[src/rtl/flash_charge_pkg.sv]
// constants, types and register map of the flash charge controller
//
// Notes on behaviour
// - switch off when peak current exceeded
// - switch back on at kickback zero
// - full kickback ends charging, stops switching
// - charge done indicator pulls low
// - completion clears enable latch automatically
// - flash firing allowed after completion
// - over temperature latches charging off
// - thermal latch clears cool and request low
// - overcurrent during on time latches off
// - overcurrent latch clears on request low with peak comparator low
// - request latched, switching after filter delay
// - done released only by request low
// - gate off while flash permit low
package flash_charge_pkg;

    // ==========================================================
    // timing
    localparam int CLOCK_PERIOD_NS = 50;
    localparam int FILTER_TIME_NS = 50000;
    localparam int FILTER_MAX_NS = 150000;
    // least time: round up to whole cycles
    localparam int FILTER_CYCLES = (FILTER_TIME_NS + CLOCK_PERIOD_NS - 1) / CLOCK_PERIOD_NS;
    localparam int FILTER_MAX_CYCLES = FILTER_MAX_NS / CLOCK_PERIOD_NS;
    localparam int FILTER_W = 12;
    localparam int COMP_COUNT = 5;

    // ==========================================================
    // register map (byte addresses)
    localparam logic [7:0] ADDR_CTRL = 8'h00;
    localparam logic [7:0] ADDR_STATUS = 8'h04;
    localparam logic [7:0] ADDR_IRQ_STAT = 8'h08;
    localparam logic [7:0] ADDR_IRQ_MASK = 8'h0C;
    localparam logic [7:0] ADDR_CYCLES = 8'h10;

    localparam int CTRL_FLASH_EN_BIT = 0;
    localparam logic [31:0] CTRL_RESET = 32'h0000_0001;

    localparam int ST_ENABLE_BIT = 0;
    localparam int ST_SWITCH_BIT = 1;
    localparam int ST_DONE_BIT = 2;
    localparam int ST_THERMAL_BIT = 3;
    localparam int ST_OCP_BIT = 4;
    localparam int ST_GATE_BIT = 5;
    localparam int ST_STATE_LSB = 8;

    localparam int IRQ_W = 3;
    localparam int IRQ_DONE_BIT = 0;
    localparam int IRQ_THERMAL_BIT = 1;
    localparam int IRQ_OCP_BIT = 2;
    localparam logic [IRQ_W-1:0] IRQ_MASK_RESET = 3'h0;

    localparam logic [1:0] RESP_OKAY = 2'h0;
    localparam logic [1:0] RESP_SLVERR = 2'h2;

    // ==========================================================
    // charge sequence, gray along idle-filter-on-off-done
    typedef enum logic [2:0] {
        ST_IDLE = 3'h0,
        ST_FILTER = 3'h1,
        ST_ON = 3'h3,
        ST_OFF = 3'h2,
        ST_DONE = 3'h6,
        ST_FAULT = 3'h7
    } charge_state_t;

endpackage : flash_charge_pkg

[src/rtl/comp_if.sv]
// synchronised comparator levels passed to the charge control logic
interface comp_if;
    logic full;
    logic zero;
    logic peak;
    logic overcurrent_latch;
    logic thermal;

    modport src (output full, output zero, output peak, output overcurrent_latch, output thermal);
    modport dst (input full, input zero, input peak, input overcurrent_latch, input thermal);
endinterface : comp_if

[src/rtl/flash_charge_controller.sv]
// flyback flash charger control, gate drive and AXI4-Lite registers
//
// Added by the designer: register access over AXI4-Lite and the placing of the registers.
module flash_charge_controller
    import flash_charge_pkg::*;
#(
    parameter int FILTER_COUNT = FILTER_CYCLES,
    parameter int CYCLE_W = 16
) (
    // clock and reset
    input wire logic CLOCK,
    input wire logic RST,
    // host control pins
    input wire logic CHARGE_REQUEST,
    input wire logic FLASH_PERMIT,
    input wire logic FLASH_TRIGGER,
    // analog comparators, asynchronous
    input wire logic FULL_COMPARATOR,
    input wire logic ZERO_COMPARATOR,
    input wire logic PEAK_COMPARATOR,
    input wire logic OCP_COMPARATOR,
    input wire logic THERMAL_COMPARATOR,
    // drive outputs
    output logic POWER_SWITCH_ON,
    output logic GATE_DRIVE_OUT,
    // open-drain done flag, low while enable high
    output logic CHARGE_DONE_N_O,
    output logic CHARGE_DONE_N_OE,
    // interrupt
    output logic IRQ,
    // AXI4-Lite write address
    input wire logic [7:0] S_AXI_AWADDR,
    input wire logic S_AXI_AWVALID,
    output logic S_AXI_AWREADY,
    // AXI4-Lite write data
    input wire logic [31:0] S_AXI_WDATA,
    input wire logic [3:0] S_AXI_WSTRB,
    input wire logic S_AXI_WVALID,
    output logic S_AXI_WREADY,
    // AXI4-Lite write response
    output logic [1:0] S_AXI_BRESP,
    output logic S_AXI_BVALID,
    input wire logic S_AXI_BREADY,
    // AXI4-Lite read address
    input wire logic [7:0] S_AXI_ARADDR,
    input wire logic S_AXI_ARVALID,
    output logic S_AXI_ARREADY,
    // AXI4-Lite read data
    output logic [31:0] S_AXI_RDATA,
    output logic [1:0] S_AXI_RRESP,
    output logic S_AXI_RVALID,
    input wire logic S_AXI_RREADY
);

    // ==========================================================
    // declarations
    comp_if cmp ();

    charge_state_t state_r;
    charge_state_t state_nxt;
    logic [FILTER_W-1:0] filter_cnt_r;
    logic [CYCLE_W-1:0] cycle_cnt_r;
    logic req_q_r;
    logic internal_enable_latch_r;
    logic thermal_latch_r;
    logic overcurrent_latch_r;
    logic done_r;
    logic switch_r;
    logic gate_r;
    logic irq_r;
    logic [31:0] ctrl_r;
    logic [IRQ_W-1:0] irq_stat_r;
    logic [IRQ_W-1:0] irq_mask_r;
    logic [IRQ_W-1:0] irq_ev;
    logic [IRQ_W-1:0] irq_clr;

    logic req_rise;
    logic fault_any;
    logic filter_end;
    logic full_hit;
    logic ocp_hit;

    logic aw_full_r;
    logic w_full_r;
    logic [7:0] awaddr_r;
    logic [31:0] wdata_r;
    logic [3:0] wstrb_r;
    logic awready_r;
    logic wready_r;
    logic bvalid_r;
    logic [1:0] bresp_r;
    logic arready_r;
    logic rvalid_r;
    logic [1:0] rresp_r;
    logic [31:0] rdata_r;
    logic wr_go;
    logic wr_ctrl;
    logic wr_irq_stat;
    logic wr_irq_mask;

    // ==========================================================
    // address decode for both bus paths
    function automatic logic addr_ok(input logic [7:0] a);
        addr_ok = (a == ADDR_CTRL) || (a == ADDR_STATUS) || (a == ADDR_IRQ_STAT)
            || (a == ADDR_IRQ_MASK) || (a == ADDR_CYCLES);
    endfunction : addr_ok

    // ==========================================================
    // comparator synchronisers
    comp_sync #(
        .N(COMP_COUNT)
    ) u_sync (
        .clk(CLOCK),
        .rst(RST),
        .raw({THERMAL_COMPARATOR, OCP_COMPARATOR, PEAK_COMPARATOR,
            ZERO_COMPARATOR, FULL_COMPARATOR}),
        .cmp(cmp.src)
    );

    // ==========================================================
    // charge sequence
    assign req_rise = CHARGE_REQUEST && !req_q_r;
    assign fault_any = thermal_latch_r || overcurrent_latch_r || cmp.thermal;
    assign filter_end = (filter_cnt_r == FILTER_W'(FILTER_COUNT - 1));
    assign full_hit = (state_r == ST_OFF) && cmp.full;
    assign ocp_hit = (state_r == ST_ON) && cmp.overcurrent_latch;

    always_comb begin
        state_nxt = state_r;
        case (state_r)
            ST_IDLE: begin
                if (req_rise && !fault_any) begin
                    state_nxt = ST_FILTER;
                end
            end
            ST_FILTER: begin
                if (filter_end) begin
                    state_nxt = ST_ON;
                end
            end
            ST_ON: begin
                if (cmp.overcurrent_latch) begin
                    state_nxt = ST_FAULT;
                end else if (cmp.peak) begin
                    state_nxt = ST_OFF;
                end
            end
            ST_OFF: begin
                if (cmp.full) begin
                    state_nxt = ST_DONE;
                end else if (cmp.zero) begin
                    state_nxt = ST_ON;
                end
            end
            ST_DONE: state_nxt = ST_DONE;
            ST_FAULT: state_nxt = ST_FAULT;
            default: state_nxt = ST_IDLE;
        endcase
        if (cmp.thermal && state_nxt != ST_IDLE) begin
            state_nxt = ST_FAULT;
        end
        // a low request always ends the sequence
        if (!CHARGE_REQUEST) begin
            state_nxt = ST_IDLE;
        end
    end

    always_ff @(posedge CLOCK or posedge RST) begin
        if (RST) begin
            state_r <= ST_IDLE;
            req_q_r <= 1'b0;
        end else begin
            state_r <= state_nxt;
            req_q_r <= CHARGE_REQUEST;
        end
    end

    // filter counter; short request pulses never switch
    always_ff @(posedge CLOCK or posedge RST) begin
        if (RST) begin
            filter_cnt_r <= '0;
        end else if (state_r == ST_FILTER) begin
            filter_cnt_r <= filter_cnt_r + FILTER_W'(1);
        end else begin
            filter_cnt_r <= '0;
        end
    end

    // switch-on count of this charge, saturating
    always_ff @(posedge CLOCK or posedge RST) begin
        if (RST) begin
            cycle_cnt_r <= '0;
        end else if (state_r == ST_IDLE && state_nxt == ST_FILTER) begin
            cycle_cnt_r <= '0;
        end else if (state_r != ST_ON && state_nxt == ST_ON && !(&cycle_cnt_r)) begin
            cycle_cnt_r <= cycle_cnt_r + CYCLE_W'(1);
        end
    end

    // ==========================================================
    // latches
    always_ff @(posedge CLOCK or posedge RST) begin
        if (RST) begin
            internal_enable_latch_r <= 1'b0;
        end else if (state_r == ST_IDLE && state_nxt == ST_FILTER) begin
            internal_enable_latch_r <= 1'b1;
        end else if (!CHARGE_REQUEST || full_hit || state_nxt == ST_FAULT) begin
            internal_enable_latch_r <= 1'b0;
        end
    end

    always_ff @(posedge CLOCK or posedge RST) begin
        if (RST) begin
            thermal_latch_r <= 1'b0;
        end else if (cmp.thermal) begin
            thermal_latch_r <= 1'b1;
        end else if (!CHARGE_REQUEST) begin
            thermal_latch_r <= 1'b0;
        end
    end

    always_ff @(posedge CLOCK or posedge RST) begin
        if (RST) begin
            overcurrent_latch_r <= 1'b0;
        end else if (ocp_hit) begin
            overcurrent_latch_r <= 1'b1;
        end else if (!CHARGE_REQUEST && !cmp.peak) begin
            overcurrent_latch_r <= 1'b0;
        end
    end

    always_ff @(posedge CLOCK or posedge RST) begin
        if (RST) begin
            done_r <= 1'b0;
        end else if (!CHARGE_REQUEST) begin
            done_r <= 1'b0;
        end else if (full_hit && !cmp.thermal) begin
            done_r <= 1'b1;
        end
    end

    // ==========================================================
    // outputs
    always_ff @(posedge CLOCK or posedge RST) begin
        if (RST) begin
            switch_r <= 1'b0;
        end else begin
            switch_r <= (state_nxt == ST_ON) && !thermal_latch_r && !overcurrent_latch_r
                && !cmp.thermal;
        end
    end

    always_ff @(posedge CLOCK or posedge RST) begin
        if (RST) begin
            gate_r <= 1'b0;
        end else begin
            gate_r <= FLASH_PERMIT && FLASH_TRIGGER && ctrl_r[CTRL_FLASH_EN_BIT];
        end
    end

    always_ff @(posedge CLOCK or posedge RST) begin
        if (RST) begin
            irq_r <= 1'b0;
        end else begin
            irq_r <= |(irq_stat_r & irq_mask_r);
        end
    end

    assign POWER_SWITCH_ON = switch_r;
    assign GATE_DRIVE_OUT = gate_r;
    assign CHARGE_DONE_N_OE = done_r;
    assign CHARGE_DONE_N_O = 1'b0;
    assign IRQ = irq_r;

    // ==========================================================
    // irq status, write one to clear; set beats clear
    assign irq_ev[IRQ_DONE_BIT] = full_hit && CHARGE_REQUEST && !done_r;
    assign irq_ev[IRQ_THERMAL_BIT] = cmp.thermal && !thermal_latch_r;
    assign irq_ev[IRQ_OCP_BIT] = ocp_hit && !overcurrent_latch_r;
    assign irq_clr = wr_irq_stat && wstrb_r[0] ? wdata_r[IRQ_W-1:0] : '0;

    always_ff @(posedge CLOCK or posedge RST) begin
        if (RST) begin
            irq_stat_r <= '0;
        end else begin
            irq_stat_r <= (irq_stat_r & ~irq_clr) | irq_ev;
        end
    end

    always_ff @(posedge CLOCK or posedge RST) begin
        if (RST) begin
            irq_mask_r <= IRQ_MASK_RESET;
        end else if (wr_irq_mask && wstrb_r[0]) begin
            irq_mask_r <= wdata_r[IRQ_W-1:0];
        end
    end

    always_ff @(posedge CLOCK or posedge RST) begin
        if (RST) begin
            ctrl_r <= CTRL_RESET;
        end else if (wr_ctrl && wstrb_r[0]) begin
            ctrl_r <= {31'h0, wdata_r[CTRL_FLASH_EN_BIT]};
        end
    end

    // ==========================================================
    // AXI4-Lite write path, address and data in either order
    assign wr_go = aw_full_r && w_full_r && !bvalid_r;
    assign wr_ctrl = wr_go && (awaddr_r == ADDR_CTRL);
    assign wr_irq_stat = wr_go && (awaddr_r == ADDR_IRQ_STAT);
    assign wr_irq_mask = wr_go && (awaddr_r == ADDR_IRQ_MASK);

    always_ff @(posedge CLOCK or posedge RST) begin
        if (RST) begin
            aw_full_r <= 1'b0;
            awready_r <= 1'b0;
            awaddr_r <= 8'h00;
        end else if (S_AXI_AWVALID && awready_r) begin
            aw_full_r <= 1'b1;
            awready_r <= 1'b0;
            awaddr_r <= S_AXI_AWADDR;
        end else if (bvalid_r && S_AXI_BREADY) begin
            aw_full_r <= 1'b0;
            awready_r <= 1'b1;
        end else if (!aw_full_r) begin
            awready_r <= 1'b1;
        end
    end

    always_ff @(posedge CLOCK or posedge RST) begin
        if (RST) begin
            w_full_r <= 1'b0;
            wready_r <= 1'b0;
            wdata_r <= 32'h0000_0000;
            wstrb_r <= 4'h0;
        end else if (S_AXI_WVALID && wready_r) begin
            w_full_r <= 1'b1;
            wready_r <= 1'b0;
            wdata_r <= S_AXI_WDATA;
            wstrb_r <= S_AXI_WSTRB;
        end else if (bvalid_r && S_AXI_BREADY) begin
            w_full_r <= 1'b0;
            wready_r <= 1'b1;
        end else if (!w_full_r) begin
            wready_r <= 1'b1;
        end
    end

    always_ff @(posedge CLOCK or posedge RST) begin
        if (RST) begin
            bvalid_r <= 1'b0;
            bresp_r <= RESP_OKAY;
        end else if (wr_go) begin
            bvalid_r <= 1'b1;
            bresp_r <= addr_ok(awaddr_r) ? RESP_OKAY : RESP_SLVERR;
        end else if (S_AXI_BREADY) begin
            bvalid_r <= 1'b0;
        end
    end

    assign S_AXI_AWREADY = awready_r;
    assign S_AXI_WREADY = wready_r;
    assign S_AXI_BVALID = bvalid_r;
    assign S_AXI_BRESP = bresp_r;

    // ==========================================================
    // AXI4-Lite read path, answer one cycle after address
    always_ff @(posedge CLOCK or posedge RST) begin
        if (RST) begin
            arready_r <= 1'b0;
            rvalid_r <= 1'b0;
            rresp_r <= RESP_OKAY;
            rdata_r <= 32'h0000_0000;
        end else if (S_AXI_ARVALID && arready_r) begin
            arready_r <= 1'b0;
            rvalid_r <= 1'b1;
            rresp_r <= addr_ok(S_AXI_ARADDR) ? RESP_OKAY : RESP_SLVERR;
            case (S_AXI_ARADDR)
                ADDR_CTRL: rdata_r <= ctrl_r;
                ADDR_STATUS: begin
                    rdata_r <= 32'h0000_0000;
                    rdata_r[ST_ENABLE_BIT] <= internal_enable_latch_r;
                    rdata_r[ST_SWITCH_BIT] <= switch_r;
                    rdata_r[ST_DONE_BIT] <= done_r;
                    rdata_r[ST_THERMAL_BIT] <= thermal_latch_r;
                    rdata_r[ST_OCP_BIT] <= overcurrent_latch_r;
                    rdata_r[ST_GATE_BIT] <= gate_r;
                    rdata_r[ST_STATE_LSB +: 3] <= state_r;
                end
                ADDR_IRQ_STAT: rdata_r <= {{(32 - IRQ_W){1'b0}}, irq_stat_r};
                ADDR_IRQ_MASK: rdata_r <= {{(32 - IRQ_W){1'b0}}, irq_mask_r};
                ADDR_CYCLES: rdata_r <= {{(32 - CYCLE_W){1'b0}}, cycle_cnt_r};
                default: rdata_r <= 32'h0000_0000;
            endcase
        end else if (rvalid_r && S_AXI_RREADY) begin
            rvalid_r <= 1'b0;
            arready_r <= 1'b1;
        end else if (!rvalid_r) begin
            arready_r <= 1'b1;
        end
    end

    assign S_AXI_ARREADY = arready_r;
    assign S_AXI_RVALID = rvalid_r;
    assign S_AXI_RRESP = rresp_r;
    assign S_AXI_RDATA = rdata_r;

endmodule : flash_charge_controller

[src/rtl/comp_sync.sv]
// two-stage synchronisers for the analog comparator outputs
module comp_sync
    import flash_charge_pkg::*;
#(
    parameter int N = COMP_COUNT
) (
    // clock and reset
    input wire logic clk,
    input wire logic rst,
    // raw comparator levels: thermal, ocp, peak, zero, full
    input wire logic [N-1:0] raw,
    // synchronised levels
    comp_if.src cmp
);
    logic [N-1:0] meta_r;
    logic [N-1:0] sync_r;

    // ==========================================================
    // per-bit double flop
    genvar g;
    generate
        for (g = 0; g < N; g++) begin : g_sync
            always_ff @(posedge clk or posedge rst) begin
                if (rst) begin
                    meta_r[g] <= 1'b0;
                    sync_r[g] <= 1'b0;
                end else begin
                    meta_r[g] <= raw[g];
                    sync_r[g] <= meta_r[g];
                end
            end
        end
    endgenerate

    assign cmp.full = sync_r[0];
    assign cmp.zero = sync_r[1];
    assign cmp.peak = sync_r[2];
    assign cmp.overcurrent_latch = sync_r[3];
    assign cmp.thermal = sync_r[4];

endmodule : comp_sync

[config.mk]
export PLATFORM = sky130hd
export DESIGN_NAME = flash_charge_controller
export DESIGN_NICKNAME = d
export VERILOG_FILES = /design/src/rtl/flash_charge_pkg.sv /design/src/rtl/comp_if.sv /design/src/rtl/flash_charge_controller.sv /design/src/rtl/comp_sync.sv
export SDC_FILE = /design/constraint.sdc
export NUM_CORES = 1
export LEC_CHECK = 0
export ABC_AREA = 1
export BUFFER_PORTS_ARGS = -buffer_cell sky130_fd_sc_hd__buf_4
export CORE_ASPECT_RATIO = 1.5
export CORE_UTILIZATION = 30
export CTS_CLUSTER_DIAMETER = 200
export CTS_CLUSTER_SIZE = 24
export DETAILED_ROUTE_END_ITERATION = 7
export GPL_ROUTABILITY_DRIVEN = 0
export PLACE_DENSITY_LB_ADDON = 0.25
export SETUP_SLACK_MARGIN = 0.4
export SLEW_MARGIN = 20
export SYNTH_ARGS = -nofsm -noshare
export SYNTH_HDL_FRONTEND = slang
export SYNTH_SLANG_ARGS = --single-unit
[constraint.sdc]
create_clock -name CLOCK -period 3.1 [get_ports CLOCK]
set_input_delay 0.775 -clock CLOCK [delete_from_list [all_inputs] [get_ports CLOCK]]
set_output_delay 0.775 -clock CLOCK [all_outputs]
set_load 0.01 [all_outputs]
==> impl_metrics.json <==
{
  "path_cells": "ha_1 -> nand3_2 -> nor2_2 -> nand2_1 -> nor2_2 -> nand4_1 -> o21ai_1 -> inv_1 -> nand3_4 -> nand2_4 -> nand2_1 -> nand2_1",
  "min_delay_path_depth": 0,
  "cellPowerDensity_nw_per_um2": 598.4,
  "tritoncts": "yes",
  "grtUsageTotal": 0.1339,
  "cp.arrival_ns": 2.49,
  "cpPeakStageDelay_ns": 0.44,
  "overflow": 0,
  "cap_violations": 0,
  "crit_top_cell": "nand2_1",
  "fillers": 1490,
  "die_y_um": 151.6,
  "p_leak_nw": 2.671,
  "via_per_inst": 4.515,
  "fin_crit_sh": 0.7278,
  "start_util": 0.3081,
  "drt_iter0_markers": 151,
  "max_slew_margin": 0.5941,
  "r2r-start": "cycle_cnt_r[0]$_DFFE_PP0P_",
  "cts_made_buffers": 9,
  "fin_crit_ns": 2.256,
  "path_buf_inv": 1,
  "first_global_vias": 3517,
  "post_cts_buffers": 0,
  "die_area_um2": 15420,
  "design_area_um2": 5410,
  "required_ns": 3.34,
  "tightest_slew_ns": 0.6089,
  "num_antenna_cells": 0,
  "ioPinCount": 113,
  "clock_latency_ns": 0.35,
  "core-area_um2": 14530,
  "setup.worst_path.start": "cycle_cnt_r[0]$_DFFE_PP0P_",
  "syn_area_um2": 4476,
  "grt_pass1_wl_um": 15990,
  "first_pass_iters": 4,
  "finalNetCount": 676,
  "antenna_left": 0,
  "rsz0062_at_grt": "no",
  "clock-root-buffer": "clkbuf_16",
  "cts_buffer_depth": 2,
  "drc": 0,
  "path_depth": 12,
  "ir_drop_mv": 0.2531,
  "ys_seq_elements": 93,
  "critPathCapture": "cycle_cnt_r[15]$_DFFE_PP0P_",
  "status": "finished, final reports clean",
  "grt_max_degree": 49,
  "place_area_um2": 5099,
  "syn_inst": 541,
  "synth_edf_count": 0,
  "dp_hpwl_um": 7302,
  "min-delay-start": "u_sync.meta_r[1]$_DFF_PP0_",
  "antenna_found_initial": 0,
  "clkSinkCount": 93,
  "worst-path-max-fanout": 17,
  "synth-async-reset-ratio": 1.000,
  "hold_viol_final": 0,
  "endpoint_kind": "flop",
  "syn_to_final_growth_pct": 20.88,
  "die_w_um": 101.7,
  "holdBufCountCts": 0,
  "drt_wl_total_um": 9854,
  "cts_max_level": 3,
  "vias": 3648,
  "drv_slew": 0,
  "fin_setup_tns_ns": 0,
  "ys_types": 40,
  "slowest_stage": "dfrtp_1",
  "drive_gt1_frac": 0.1667,
  "fmax_ghz": 0.4432,
  "cp_top_family": "simple AND/OR/NAND/NOR gates",
  "cp-start-kind": "flop",
  "critPathKind": "flop to flop",
  "r2r_setup_slack_ns": 0.84,
  "finClkSkew_ns": 0.005112,
  "wl_per_cell_um": 12.20,
  "reg2regPathDepth": 12,
  "synthFlopType": "dfrtp_1",
  "avgSynthCellArea_um2": 8.273,
  "yosysSeqAreaShare": 0.5203,
  "post_cts_resized": 0,
  "ys_warn_count": 0,
  "clk_transition_reported_paths_ns": 0.07,
  "hp-class": "flop to flop",
  "placementRows": 54,
  "setup_viol": 0,
  "r2r-end": "cycle_cnt_r[15]$_DFFE_PP0P_",
  "port_buffers": 61
}
cells by family (layout without fill, tap and decap cells):
| family | count (synthesis) | count (layout) | share of synthesized area |
|---|---|---|---|
| DFF | 93 | 93 | 0.5203 |
| buffers and inverters | 94 | 147 | 0.09757 |
| xor gates and xnor gates | 13 | 13 | 0.02544 |
| AOI/OAI and AO/OA | 55 | 55 | 0.06905 |
| adders and majority gates | 2 | 2 | 0.005590 |
| muxes | 6 | 6 | 0.01510 |
| other | 1 | 19 | 0.0008379 |
| and+or+nand+nor | 277 | 277 | 0.2661 |
state kept, by name, indices dropped and copies added (netlist names), 5 cells and up:
name	count
awaddr_r	8
filter_cnt_r	12
S_AXI_RDATA	16
cycle_cnt_r	16
u_sync.meta_r	5
cell usage after synthesis, drive strengths merged, types with 3 or more instances:
master / instances / area [µm²]
o31ai: 4 / 30.03
nand3: 35 / 192.7
and3: 3 / 18.77
nor2: 63 / 251.5
mux2: 6 / 67.56
a21oi: 13 / 65.06
buf: 23 / 170.1
nand4: 5 / 31.28
xor2: 9 / 78.83
nor3: 11 / 55.05
nand2: 152 / 583.1
nor4: 5 / 37.53
clkbuf: 7 / 26.28
xnor2: 4 / 35.03
dfrtp: 92 / 2302
inv: 64 / 240.2
o21ai: 29 / 145.1
worst min path at each step:
| stage | end | slack (ns) |
|---|---|---|
| global route | u_sync.cmp.overcurrent_latch$_DFF_PP0_ | 0.36 |
| floorplan | u_sync.cmp.full$_DFF_PP0_ | 0.33 |
| CTS | u_sync.cmp.zero$_DFF_PP0_ | 0.35 |
| finish | u_sync.cmp.zero$_DFF_PP0_ | 0.35 |
| detailed placement | u_sync.cmp.zero$_DFF_PP0_ | 0.34 |
| global placement | u_sync.cmp.overcurrent_latch$_DFF_PP0_ | 0.34 |
power breakdown:
part,total [mW],internal (mW),switching [mW]
combinational,0.573,0.232,0.341
clock,1.14,0.674,0.467
sequential,1.52,1.40,0.126
total,3.24,2.30,0.935
layout by cell type (no fill, tap or decap), drive strengths merged, types with 2 or more instances in the layout:
| master | instances |
|---|---|
| nand2 | 152 |
| dfrtp | 92 |
| buf | 67 |
| inv | 64 |
| nor2 | 63 |
| nand3 | 35 |
| o21ai | 29 |
| conb | 19 |
| a21oi | 13 |
| clkbuf | 12 |
| nor3 | 11 |
| xor2 | 9 |
| mux2 | 6 |
| nand4 | 5 |
| nor4 | 5 |
| o31ai | 4 |
| xnor2 | 4 |
| and3 | 3 |
| nor3b | 2 |
| a211oi | 2 |
| o2111ai | 2 |
| clkinvlp | 2 |
| o22ai | 2 |
| ha | 2 |
stage by stage:
step | util | instances | power, mW | hold WS, ns | setup WS [ns]
floorplan | - | 559 | 1.930 | 0.3312 | 1.030
global placement | 0.3510 | 792 | 2.111 | 0.3361 | 0.7515
detailed placement | 0.3510 | 792 | 2.126 | 0.3371 | 0.7256
CTS | 0.3724 | 808 | 3.280 | 0.3519 | 0.8376
global route | 0.3724 | 808 | 3.435 | 0.3572 | 0.6184
finish | 0.3724 | 808 | 3.237 | 0.3489 | 0.8437
routing by layer:
| layer | wire, µm | global-route usage | share of wire |
|---|---|---|---|
| met1 | 4137 | 0.1527 | 0.42 |
| met2 | 5113 | 0.2348 | 0.52 |
| met3 | 334 | 0.02339 | 0.034 |
| met4 | 268 | 0.07319 | 0.027 |
| met5 | 0 | 0 | 0 |
cell type report:
cell class	instances	area [µm²]	share of cell area
Clock buffer	12	256.5	0.04741
Clock inverter	4	55.05	0.01018
Inverter	64	244.0	0.04510
Multi-Input combinational cell	372	1778	0.3286
Sequential cell	93	2328	0.4304
Tap cell	196	245.2	0.04533
Timing Repair Buffer	67	503.0	0.09297
Note: power is estimated with default switching activity, not from simulation.
